File: config.mk
export PLATFORM = sky130hd
export DESIGN_NAME = thermal_monitor_serial_port
export DESIGN_NICKNAME = d
export VERILOG_FILES = /design/src/hw/thermal_monitor_pkg.sv /design/src/hw/serial_line_sampler.sv /design/src/hw/thermal_monitor_serial_port.sv
export SDC_FILE = /design/constraint.sdc
export NUM_CORES = 1
export LEC_CHECK = 0
export BUFFER_PORTS_ARGS = -buffer_cell sky130_fd_sc_hd__buf_2
export CORE_UTILIZATION = 63
export CTS_CLUSTER_SIZE = 8
export DETAILED_ROUTE_END_ITERATION = 7
export HOLD_SLACK_MARGIN = 0.06
export PLACE_DENSITY = 0.82
export SYNTH_ARGS = -nofsm -noshare
export SYNTH_HDL_FRONTEND = slang
export SYNTH_HIERARCHICAL = 1
export SYNTH_SLANG_ARGS = --single-unit
File: constraint.sdc
create_clock -name sys_clk_i -period 5.78 [get_ports sys_clk_i]
set_input_delay 0.289 -clock sys_clk_i [delete_from_list [all_inputs] [get_ports sys_clk_i]]
set_output_delay 0.289 -clock sys_clk_i [all_outputs]
set_load 0.01 [all_outputs]
File: src/hw/thermal_monitor_pkg.sv
package thermal_monitor_pkg;

   // ----------------------------------------------------------------
   // Timing
   // ----------------------------------------------------------------
   localparam int CLK_MHZ = 250;
   localparam int CONV_TIME_US = 100000;
   localparam int CONV_CYCLES_DEF = CONV_TIME_US * CLK_MHZ;
   localparam int CONV_W = 25;

   // ----------------------------------------------------------------
   // Serial target address and register pointer values
   // ----------------------------------------------------------------
   localparam logic [3:0] TARGET_ADDR_HI = 4'h9;
   localparam logic [1:0] PTR_TEMP = 2'h0;
   localparam logic [1:0] PTR_CONF = 2'h1;
   localparam logic [1:0] PTR_HYST = 2'h2;
   localparam logic [1:0] PTR_OVER = 2'h3;
   localparam logic [3:0] BYTE_BITS = 4'h8;

   // ----------------------------------------------------------------
   // Settings register fields and power-up values
   // ----------------------------------------------------------------
   localparam int STOP_BIT = 0;
   localparam int MODE_BIT = 1;
   localparam int POL_BIT = 2;
   localparam logic [7:0] CONF_RST = 8'h00;
   localparam logic [8:0] OVER_RST = 9'h0A0;
   localparam logic [8:0] HYST_RST = 9'h096;
   localparam logic [1:0] PTR_RST = 2'h0;
   localparam logic [10:0] TEMP_RST = 11'h000;

   // ----------------------------------------------------------------
   // APB map
   // ----------------------------------------------------------------
   localparam logic [7:0] SAMPLE_OFS = 8'h00;
   localparam logic [7:0] STATUS_OFS = 8'h04;
   localparam int ST_STOP = 0;
   localparam int ST_ALARM = 1;
   localparam int ST_HOT = 2;
   localparam int ST_TEMP_LSB = 16;

   // Synchroniser idle value: address pins low, drop low, lines high
   localparam logic [5:0] SYNC_RST = 6'h03;

   typedef enum logic [2:0] {
      LINK_IDLE = 3'h0,
      LINK_RX = 3'h1,
      LINK_ACK_OUT = 3'h3,
      LINK_TX = 3'h2,
      LINK_ACK_IN = 3'h6
   } link_state_e;

endpackage

File: src/hw/serial_line_sampler.sv
`timescale 1ns/1ps
module serial_line_sampler
   import thermal_monitor_pkg::*;
(
   input wire logic sys_clk_i,
   input wire logic reset_i,
   input wire logic [5:0] pins_i,
   output logic scl_lvl_o,
   output logic sda_lvl_o,
   output logic scl_rise_o,
   output logic scl_fall_o,
   output logic start_o,
   output logic stop_o,
   output logic drop_o,
   output logic [2:0] addr_o
);

   typedef struct packed {
      logic [5:0] s1;
      logic [5:0] s2;
      logic scl_d;
      logic sda_d;
   } samp_s;

   samp_s st_reg;
   samp_s st_next;

   // ----------------------------------------------------------------
   // Two-stage synchroniser; only s2 and its delayed copy are decoded
   // ----------------------------------------------------------------
   always_comb begin
      st_next = st_reg;
      st_next.s1 = pins_i;
      st_next.s2 = st_reg.s1;
      st_next.scl_d = st_reg.s2[0];
      st_next.sda_d = st_reg.s2[1];
   end

   always_ff @(posedge sys_clk_i) begin
      if (reset_i) begin
         st_reg <= '{s1: SYNC_RST, s2: SYNC_RST, scl_d: 1'b1, sda_d: 1'b1};
      end else begin
         st_reg <= st_next;
      end
   end

   // Edge and bus-condition decode
   assign scl_lvl_o = st_reg.s2[0];
   assign sda_lvl_o = st_reg.s2[1];
   assign scl_rise_o = st_reg.s2[0] & ~st_reg.scl_d;
   assign scl_fall_o = ~st_reg.s2[0] & st_reg.scl_d;
   assign start_o = st_reg.s2[0] & st_reg.scl_d & st_reg.sda_d & ~st_reg.s2[1];
   assign stop_o = st_reg.s2[0] & st_reg.scl_d & ~st_reg.sda_d & st_reg.s2[1];
   assign addr_o = st_reg.s2[4:2];
   assign drop_o = st_reg.s2[5];

endmodule

File: src/hw/thermal_monitor_serial_port.sv
`timescale 1ns/1ps
//------------------------------------------------------------------
// Function
// - Stop bit set enters stopped mode
// - Stop bit cleared resumes periodic conversions
// - Stopped: no conversions, serial port still works
// - Stopping leaves alarm output unchanged
// - Power-up: normal, comparator, low, 80/75
// - Power-up pointer is zero
// - Supply drop restores all defaults
// - Host clocks; nine pulses per byte
// - Data changes only while clock low
// - Stop frees the bus
// - Direction bit: low write, high read
// - Device acknowledges by driving low
// - Host ack brings second read byte
// - Final slot released as not-acknowledge
// - Write: host drives except device ack
// - Read: device drives except host ack
// - Reading is 11 bits, 0.125 degree
// - Settings bit 2 sets alarm polarity
// - Settings bit 1 sets alarm mode
// - Interrupt alarm held until register read
// - Compare top nine reading bits to limits
//------------------------------------------------------------------
module thermal_monitor_serial_port
   import thermal_monitor_pkg::*;
#(
   parameter int unsigned CONV_CYCLES = CONV_CYCLES_DEF
)(
   input wire logic sys_clk_i,
   input wire logic reset_i,
   input wire logic scl_i,
   input wire logic sda_i,
   output logic sda_o,
   output logic sda_oe_o,
   input wire logic address_select_pin_0_i,
   input wire logic address_select_pin_1_i,
   input wire logic address_select_pin_2_i,
   input wire logic supply_drop_i,
   output logic thermal_alarm_output_o,
   output logic thermal_alarm_output_oe_o,
   input wire logic psel_i,
   input wire logic penable_i,
   input wire logic pwrite_i,
   input wire logic [7:0] paddr_i,
   input wire logic [31:0] pwdata_i,
   output logic [31:0] prdata_o,
   output logic pready_o,
   output logic pslverr_o
);

   typedef struct packed {
      link_state_e state;
      logic [3:0] cnt;
      logic [7:0] sh;
      logic done;
      logic is_addr;
      logic rd;
      logic first;
      logic bidx;
      logic [1:0] ptr;
      logic [7:0] conf;
      logic [8:0] over;
      logic [8:0] hyst;
      logic [10:0] temp;
      logic [10:0] sample;
      logic hot;
      logic alarm;
      logic sda_oe;
      logic alarm_oe;
      logic [CONV_W-1:0] conv_cnt;
      logic pready;
      logic pslverr;
      logic [31:0] prdata;
   } port_s;

   port_s st_reg;
   port_s st_next;

   logic scl_lvl, sda_s, scl_rise, scl_fall, start_p, stop_p, drop_s;
   logic [2:0] addr_s;
   logic addr_match, rd_clr, conv_end, over_lim, under_lim;

   // ----------------------------------------------------------------
   // Helpers
   // ----------------------------------------------------------------
   // Power-up image; also reloaded on a supply drop
   function automatic port_s reset_state();
      port_s s;
      s = '0;
      s.state = LINK_IDLE;
      s.ptr = PTR_RST;
      s.conf = CONF_RST;
      s.over = OVER_RST;
      s.hyst = HYST_RST;
      s.temp = TEMP_RST;
      s.alarm_oe = CONF_RST[POL_BIT];
      return s;
   endfunction

   // Byte presented for a read of register p, byte idx
   function automatic logic [7:0] reg_byte(input logic [1:0] p, input logic idx,
                                           input port_s s);
      logic [7:0] b;
      b = 8'h00;
      case (p)
         PTR_TEMP: b = idx ? {s.temp[2:0], 5'h00} : s.temp[10:3];
         PTR_CONF: b = s.conf;
         PTR_HYST: b = idx ? {s.hyst[0], 7'h00} : s.hyst[8:1];
         default: b = idx ? {s.over[0], 7'h00} : s.over[8:1];
      endcase
      return b;
   endfunction

   // ----------------------------------------------------------------
   // Pin synchronisers and bus-condition detection
   // ----------------------------------------------------------------
   serial_line_sampler u_sampler (
      .sys_clk_i(sys_clk_i),
      .reset_i(reset_i),
      .pins_i({supply_drop_i, address_select_pin_2_i, address_select_pin_1_i,
               address_select_pin_0_i, sda_i, scl_i}),
      .scl_lvl_o(scl_lvl),
      .sda_lvl_o(sda_s),
      .scl_rise_o(scl_rise),
      .scl_fall_o(scl_fall),
      .start_o(start_p),
      .stop_o(stop_p),
      .drop_o(drop_s),
      .addr_o(addr_s)
   );

   // Address compare and the read that releases an interrupt alarm
   assign addr_match = st_reg.sh[7:1] == {TARGET_ADDR_HI, addr_s};
   assign rd_clr = scl_fall && st_reg.state == LINK_RX && st_reg.done &&
                   st_reg.is_addr && addr_match && st_reg.sh[0];
   // Conversion timer ends only while running; limits use 9 MSBs
   assign conv_end = !st_reg.conf[STOP_BIT] &&
                     st_reg.conv_cnt == CONV_W'(CONV_CYCLES - 1);
   assign over_lim = $signed(st_reg.sample[10:2]) > $signed(st_reg.over);
   assign under_lim = $signed(st_reg.sample[10:2]) < $signed(st_reg.hyst);

   // ----------------------------------------------------------------
   // Next-state logic
   // ----------------------------------------------------------------
   always_comb begin
      st_next = st_reg;
      // Counter freezes in stopped mode, so no reading is taken
      if (!st_reg.conf[STOP_BIT]) begin
         st_next.conv_cnt = conv_end ? '0 : st_reg.conv_cnt + 1'b1;
      end
      // Read clears a held interrupt; a same-cycle trip wins below
      if (rd_clr && st_reg.conf[MODE_BIT]) begin
         st_next.alarm = 1'b0;
      end
      if (conv_end) begin
         st_next.temp = st_reg.sample;
         if (!st_reg.hot && over_lim) begin
            st_next.hot = 1'b1;
            st_next.alarm = 1'b1;
         end else if (st_reg.hot && under_lim) begin
            st_next.hot = 1'b0;
            st_next.alarm = st_reg.conf[MODE_BIT];
         end
      end

      // Serial target; the pin only ever moves after a clock fall
      case (st_reg.state)
         LINK_RX: begin
            if (scl_rise && !st_reg.done) begin
               st_next.sh = {st_reg.sh[6:0], sda_s};
               st_next.cnt = st_reg.cnt + 1'b1;
               st_next.done = st_reg.cnt == BYTE_BITS - 4'h1;
            end
            if (scl_fall && st_reg.done) begin
               st_next.done = 1'b0;
               st_next.cnt = 4'h0;
               st_next.is_addr = 1'b0;
               if (st_reg.is_addr) begin
                  if (addr_match) begin
                     st_next.rd = st_reg.sh[0];
                     st_next.first = ~st_reg.sh[0];
                     st_next.bidx = 1'b0;
                     st_next.sda_oe = 1'b1;
                     st_next.state = LINK_ACK_OUT;
                     if (st_reg.sh[0]) begin
                        st_next.sh = reg_byte(st_reg.ptr, 1'b0, st_reg);
                     end
                  end else begin
                     st_next.state = LINK_IDLE;
                  end
               end else begin
                  if (st_reg.first) begin
                     st_next.ptr = st_reg.sh[1:0];
                  end else begin
                     st_next.bidx = ~st_reg.bidx;
                     case (st_reg.ptr)
                        PTR_CONF: st_next.conf = st_reg.sh;
                        PTR_HYST: begin
                           if (st_reg.bidx) st_next.hyst[0] = st_reg.sh[7];
                           else st_next.hyst[8:1] = st_reg.sh;
                        end
                        PTR_OVER: begin
                           if (st_reg.bidx) st_next.over[0] = st_reg.sh[7];
                           else st_next.over[8:1] = st_reg.sh;
                        end
                        default: st_next.conf = st_reg.conf;
                     endcase
                  end
                  st_next.first = 1'b0;
                  st_next.sda_oe = 1'b1;
                  st_next.state = LINK_ACK_OUT;
               end
            end
         end
         LINK_ACK_OUT: begin
            if (scl_fall) begin
               st_next.cnt = 4'h0;
               if (st_reg.rd) begin
                  st_next.state = LINK_TX;
                  st_next.sda_oe = ~st_reg.sh[7];
               end else begin
                  st_next.state = LINK_RX;
                  st_next.sda_oe = 1'b0;
               end
            end
         end
         LINK_TX: begin
            if (scl_rise) begin
               st_next.cnt = st_reg.cnt + 1'b1;
            end
            if (scl_fall) begin
               if (st_reg.cnt == BYTE_BITS) begin
                  st_next.state = LINK_ACK_IN;
                  st_next.sda_oe = 1'b0;
               end else begin
                  st_next.sh = {st_reg.sh[6:0], 1'b0};
                  st_next.sda_oe = ~st_reg.sh[6];
               end
            end
         end
         LINK_ACK_IN: begin
            if (scl_rise) begin
               if (!sda_s) begin
                  st_next.bidx = ~st_reg.bidx;
                  st_next.sh = reg_byte(st_reg.ptr, ~st_reg.bidx, st_reg);
                  st_next.done = 1'b1;
               end else begin
                  st_next.state = LINK_IDLE;
               end
            end
            if (scl_fall && st_reg.done) begin
               st_next.done = 1'b0;
               st_next.cnt = 4'h0;
               st_next.state = LINK_TX;
               st_next.sda_oe = ~st_reg.sh[7];
            end
         end
         default: st_next.state = LINK_IDLE;
      endcase
      // A start (or repeated start) always rearms address reception
      if (start_p) begin
         st_next.state = LINK_RX;
         st_next.is_addr = 1'b1;
         st_next.cnt = 4'h0;
         st_next.done = 1'b0;
         st_next.sda_oe = 1'b0;
      end
      if (stop_p) begin
         st_next.state = LINK_IDLE;
         st_next.sda_oe = 1'b0;
      end

      // APB slave: answer one cycle into the access phase
      st_next.pready = 1'b0;
      st_next.pslverr = 1'b0;
      if (psel_i && penable_i && !st_reg.pready) begin
         st_next.pready = 1'b1;
         case (paddr_i)
            SAMPLE_OFS: st_next.prdata = {21'h000000, st_reg.sample};
            STATUS_OFS: begin
               st_next.prdata = 32'h00000000;
               st_next.prdata[ST_STOP] = st_reg.conf[STOP_BIT];
               st_next.prdata[ST_ALARM] = st_reg.alarm;
               st_next.prdata[ST_HOT] = st_reg.hot;
               st_next.prdata[ST_TEMP_LSB +: 11] = st_reg.temp;
            end
            default: begin
               st_next.prdata = 32'h00000000;
               st_next.pslverr = 1'b1;
            end
         endcase
      end
      // Write lands on the edge that samples pready high
      if (psel_i && penable_i && st_reg.pready && pwrite_i && paddr_i == SAMPLE_OFS) begin
         st_next.sample = pwdata_i[10:0];
      end

      // Open drain: pull low when the level wanted is low
      st_next.alarm_oe = st_next.alarm ^ st_next.conf[POL_BIT];
      if (drop_s) begin
         st_next = reset_state();
      end
   end

   always_ff @(posedge sys_clk_i) begin
      if (reset_i) begin
         st_reg <= reset_state();
      end else begin
         st_reg <= st_next;
      end
   end

   // ----------------------------------------------------------------
   // Outputs
   // ----------------------------------------------------------------
   assign sda_o = 1'b0;
   assign sda_oe_o = st_reg.sda_oe;
   assign thermal_alarm_output_o = 1'b0;
   assign thermal_alarm_output_oe_o = st_reg.alarm_oe;
   assign prdata_o = st_reg.prdata;
   assign pready_o = st_reg.pready;
   assign pslverr_o = st_reg.pslverr;

   // ----------------------------------------------------------------
   // Assertions
   // ----------------------------------------------------------------
   conv_halt_a: assert property (@(posedge sys_clk_i) disable iff (reset_i || drop_s)
      st_reg.conf[STOP_BIT] |=> $stable(st_reg.conv_cnt) && $stable(st_reg.temp))
      else $error("conversion advanced while stopped");
   alarm_hold_a: assert property (@(posedge sys_clk_i) disable iff (reset_i || drop_s)
      st_reg.conf[STOP_BIT] && !rd_clr |=> $stable(st_reg.alarm))
      else $error("alarm changed in stopped mode");
   alarm_pin_a: assert property (@(posedge sys_clk_i) disable iff (reset_i)
      thermal_alarm_output_oe_o == (st_reg.alarm ^ st_reg.conf[POL_BIT]))
      else $error("alarm pin polarity wrong");
   ack_drive_a: assert property (@(posedge sys_clk_i) disable iff (reset_i)
      rd_clr || (scl_fall && st_reg.state == LINK_RX && st_reg.done && !st_reg.is_addr
                 && !start_p && !stop_p && !drop_s) |=> sda_oe_o [*2])
      else $error("device acknowledge not driven");
   sda_stable_a: assert property (@(posedge sys_clk_i) disable iff (reset_i || drop_s)
      scl_lvl && $past(scl_lvl) && !$past(start_p) && !$past(stop_p) |-> $stable(sda_oe_o))
      else $error("data moved while clock high");
   stop_free_a: assert property (@(posedge sys_clk_i) disable iff (reset_i)
      stop_p |=> st_reg.state == LINK_IDLE && !sda_oe_o)
      else $error("bus not freed after stop");
   conv_load_a: assert property (@(posedge sys_clk_i) disable iff (reset_i || drop_s)
      conv_end |=> st_reg.temp == $past(st_reg.sample) && st_reg.conv_cnt == '0)
      else $error("reading not updated at conversion end");
   rd_clear_a: assert property (@(posedge sys_clk_i) disable iff (reset_i || drop_s)
      rd_clr && !conv_end && st_reg.conf[MODE_BIT] |=> !st_reg.alarm)
      else $error("interrupt alarm not cleared by read");
   comp_trip_a: assert property (@(posedge sys_clk_i) disable iff (reset_i || drop_s)
      conv_end && !st_reg.hot && over_lim |=> st_reg.alarm && st_reg.hot)
      else $error("over limit did not trip alarm");
   drop_dflt_a: assert property (@(posedge sys_clk_i) disable iff (reset_i)
      drop_s |=> st_reg.conf == CONF_RST && st_reg.over == OVER_RST &&
                 st_reg.hyst == HYST_RST && st_reg.ptr == PTR_RST)
      else $error("defaults not restored after supply drop");
   nack_end_a: assert property (@(posedge sys_clk_i) disable iff (reset_i || drop_s)
      st_reg.state == LINK_ACK_IN && scl_rise && sda_s && !start_p && !stop_p
      |=> st_reg.state == LINK_IDLE && !sda_oe_o)
      else $error("not-acknowledge did not end read");

   read_ack_c: cover property (@(posedge sys_clk_i) disable iff (reset_i) rd_clr);
   conf_wr_c: cover property (@(posedge sys_clk_i) disable iff (reset_i)
      st_reg.conf != $past(st_reg.conf));
   alarm_up_c: cover property (@(posedge sys_clk_i) disable iff (reset_i)
      $rose(st_reg.alarm));
   second_byte_c: cover property (@(posedge sys_clk_i) disable iff (reset_i)
      st_reg.state == LINK_ACK_IN && scl_rise && !sda_s);

endmodule

==> reports/qor_table.md <==
| Result | Value | Unit |
|:---|:---|:---|
| Sequential cell area fraction in the yosys report | 40.0 | % |
| Worst reg2reg path depth | 6 | - |
| Endpoint of the most critical setup path | st_reg[118] | - |
| Clock tree from TritonCTS | done | - |
| Number of placed I/O pins | 89 | - |
| DIE WIDTH | 106 | um |
| Antenna violations before repair | 0 | - |
| Mux contribution to synthesized area | 10.3 | % |
| Number of design-rule violations left by the first detailed-router iteration | 471 | - |
| # fillers | 755 | - |
| Synthesized cell area | 6850 | sq um |
| Worst setup startpoint | st_reg[131] | - |
| Wirelength, routed | 16200 | um |
| Pin count of the biggest net entering global routing | 84 | - |
| Int Pwr | 1.77 | mW |
| Synth Area in XOR/XNOR | 3.58 | % |
| TritonCTS Buffers | 17 | - |
| Cell accounting for the most synthesized area | dfxtp_1 | - |
| Cell area power density | 289 | nW/um^2 |
| Share of synthesized cell area in and, or, nand and nor gates | 20.6 | % |
| Data arrival time of the worst path | 3550 | ps |
| Number of enable-type register cells in the synthesized netlist | 0 | - |
| Post-route setup slack | 2700 | ps |
| Standby leakage power | 3.07 | nW |
| Share of power burned in combinational logic | 3.2 | % |
| Ratio of cells with drive above 1 in the final layout | 14.2 | % |
| H-tree depth reported by CTS | 4 | - |
| Critical register-to-register path startpoint | st_reg[131] | - |
| Max Buffers Root-to-Sink | 2 | - |
| Synth top cells by count | dfxtp_1, nor2_1, nand2_1, a21oi_1, buf_4 | - |
| Placed instance count | 903 | - |
| Final cell utilization of the core | 73.9 | % |
| Max frequency | 324 | MHz |
| CP Class | flop to flop | - |
| GPL Wtd Cong | 0.879 | - |
| Clock skew after layout | 7.31 | ps |
| Worst Path Required | 6240 | ps |
| Category of the worst setup path capture point | flop | - |
| Setup violators final | 0 | - |
| Die area | 11300 | sq um |
| Sequential fraction of design power | 43.3 | % |
| Worst slack at placement | 2840 | ps |
| Switching Share | 20.3 | % |
| Clock insertion delay at the later pin of the skew report | 540 | ps |
| Status | complete, no violations | - |
| Yosys warns | 6 | - |
| Post-detail-place hpwl | 10600 | um |
| Synth Instances | 780 | - |
| IO Port Bufs | 55 | - |
| Main combinational cell family by area after synthesis | simple AND/OR/NAND/NOR gates | - |
| Post-detailed-route DRC marker count | 0 | - |
| Global-route wire length before repair | 26800 | um |
| Number of antenna-violating nets in the routed design | 0 | - |
| Most common cell in the netlist | dfxtp_1 | - |
| Max-capacitance violation count | 0 | - |
| Mean Syn Cell Area | 8.78 | sq um |
| Global-route total usage across every layer | 30.5 | % |
| Hold Vio Cnt, Final | 0 | - |
| Slack of the worst reg-to-reg path | 2700 | ps |
| Clock-pin transition on the worst setup and hold timing paths | 60 | ps |
| Worst slew pin tran | 1020 | ps |
| GRT overflow | 0 | - |
| Sort of element at the start of the critical path | flop | - |
| Path type of the worst min-delay path | primary input to flop | - |
| P_sw | 0.450 | mW |
| Max FO, Critical Path | 15 | - |
| Effective utilization at floorplan | 65.8 | % |
| Count of different cell masters after synthesis | 65 | - |
| Root buffer cell | clkbuf_8 | - |
| Per-cell routed wire length | 17.0 | um |
| Final worst-path cycle share | 53.4 | % |
| Number of nets in the finished design | 874 | - |
| Largest register FFs | 97 | - |
| Total negative slack | 0 | ps |
| Compound-cell area share of the yosys netlist | 13.1 | % |
| Hold slack | 83.5 | ps |
| VDD IR max | 254 | uV |
| Post-layout instance count excluding filler cells | 952 | - |
| Flip-flop and latch count after synthesis | 137 | - |
| RSZ-0062 raised after global routing | no | - |
| Sinks on Clock Net | 137 | - |
| Total number of vias | 5756 | - |
| Number of placement rows | 37 | - |
| Final Slew Violations | 0 | - |
| Area share of the largest cell type after synthesis | 40.0 | % |
| Arithmetic-cell share of the synthesized area counting full adders, half adders and majority gates | 3.65 | % |
| Count of inserted antenna diode cells | 0 | - |
| Number of search-and-repair iterations in the first detailed-routing pass | 5 | - |
| Core Area | 10400 | sq um |
| Leading cell types by total area after synthesis | dfxtp_1, nor2_1, mux2i_1 | - |
| Async set-reset flop share out of synthesis | 0 | % |
| Final critical path time including I/O delays and setup | 3080 | ps |
| Vias in the first global route | 5546 | - |
| Tightest slew margin relative to the limit | 31.5 | % |
| Die boundary height | 106 | um |
| Vias per cell | 6.05 | - |
| Clock power share | 53.5 | % |
| Post-CTS setup buffers | 0 | - |
| Layout area overhead | 12.4 | % |
| Top flip-flop cell by instance count after synthesis | dfxtp_1 | - |
| Capture point of the worst reg-to-reg path | st_reg[118] | - |
==> critical path: stages (launching register included) <==
cell and delay (ps):
dfxtp_1 590, nand2b_1 440, a311oi_1 690, a21oi_1 190
o21ai_1 720, o211ai_1 200, a21oi_1 170
==> logic make-up after synthesis <==
family,Yosys count
simple gates,288
compound gates,137
flops,137
buf+inv,111
mux,58
xor+xnor,28
fa+ha+maj,20
other cells,1
==> power by group through the flow <==
stage	Combinational [mW]	Clock, mW	Sequential (mW)
after global placement	0.0578	0	0.982
final	0.0704	1.19	0.963
after CTS	0.0695	1.20	0.962
after global routing	0.0772	1.24	0.963
after floorplan	0.0524	0	0.977
after detailed placement	0.0599	0	0.982
==> layer usage <==
| metal | part of all wire [%] | global-route usage [%] | vias up |
|---|---|---|---|
| met1 | 41 | 36.9 | 2719 |
| met5 | 0 | 0 | - |
| li1 | - | - | 2725 |
| met2 | 48 | 50.5 | 262 |
| met3 | 7.7 | 7.23 | 50 |
| met4 | 3.5 | 15.9 | 0 |
==> how the worst min path moves through the flow <==
stage / startpoint / endpoint / slack, ps / depth (start not counted)
floorplan: u_sampler/st_next[2] / u_sampler/scl_lvl_o / 380 / 1
global placement: u_sampler/st_next[3] / u_sampler/sda_lvl_o / 390 / 1
detailed placement: u_sampler/st_next[2] / u_sampler/scl_lvl_o / 400 / 1
CTS: reset_i / u_sampler/addr_o[1] / 70 / 2
global route: reset_i / u_sampler/addr_o[1] / 100 / 2
finish: reset_i / u_sampler/st_next[4] / 80 / 2
==> placed cells by master, fill, tap and decap left out, types with 6 or more instances in the layout <==
cell,n
mux2_2,10
xnor2_1,15
nand3_1,19
clkbuf_16,16
dfxtp_1,137
or2_1,6
conb_1,12
nor2_1,107
mux4_2,9
o21ai_0,20
a21o_1,6
mux2i_1,39
o211ai_1,13
a22oi_1,24
xor2_1,13
nor2b_1,17
buf_2,55
a21oi_1,41
ha_1,20
nand4_1,14
nand2_1,66
dlygate4sd3_1,17
inv_1,29
nor3_1,12
==> repair_timing <==
item | 4_1_cts | 5_1_grt
hold endpoints to repair | 17 | 0
hold buffers | 17 | 0
gates resized for setup | 0 | 0
==> through the flow <==
stage	cell area [sq um]	power [mW]
2_1_floorplan	6890	1.03
5_1_grt	7700	2.28
6_report	7700	2.22
4_1_cts	7700	2.23
3_3_place_gp	6870	1.04
3_5_place_dp	6870	1.04
==> area by class of cell <==
type	instances	area (sq um)	share of cell area, %
multi-input combinational	543	3560	46.2
sequential	137	2740	35.6
clock buffer	21	469	6.09
timing repair buffer	74	460	5.98
clock inverter	11	190	2.47
tap	136	170	2.21
inverter	30	113	1.46
No activity file was read; power rests on OpenSTA's default activity.
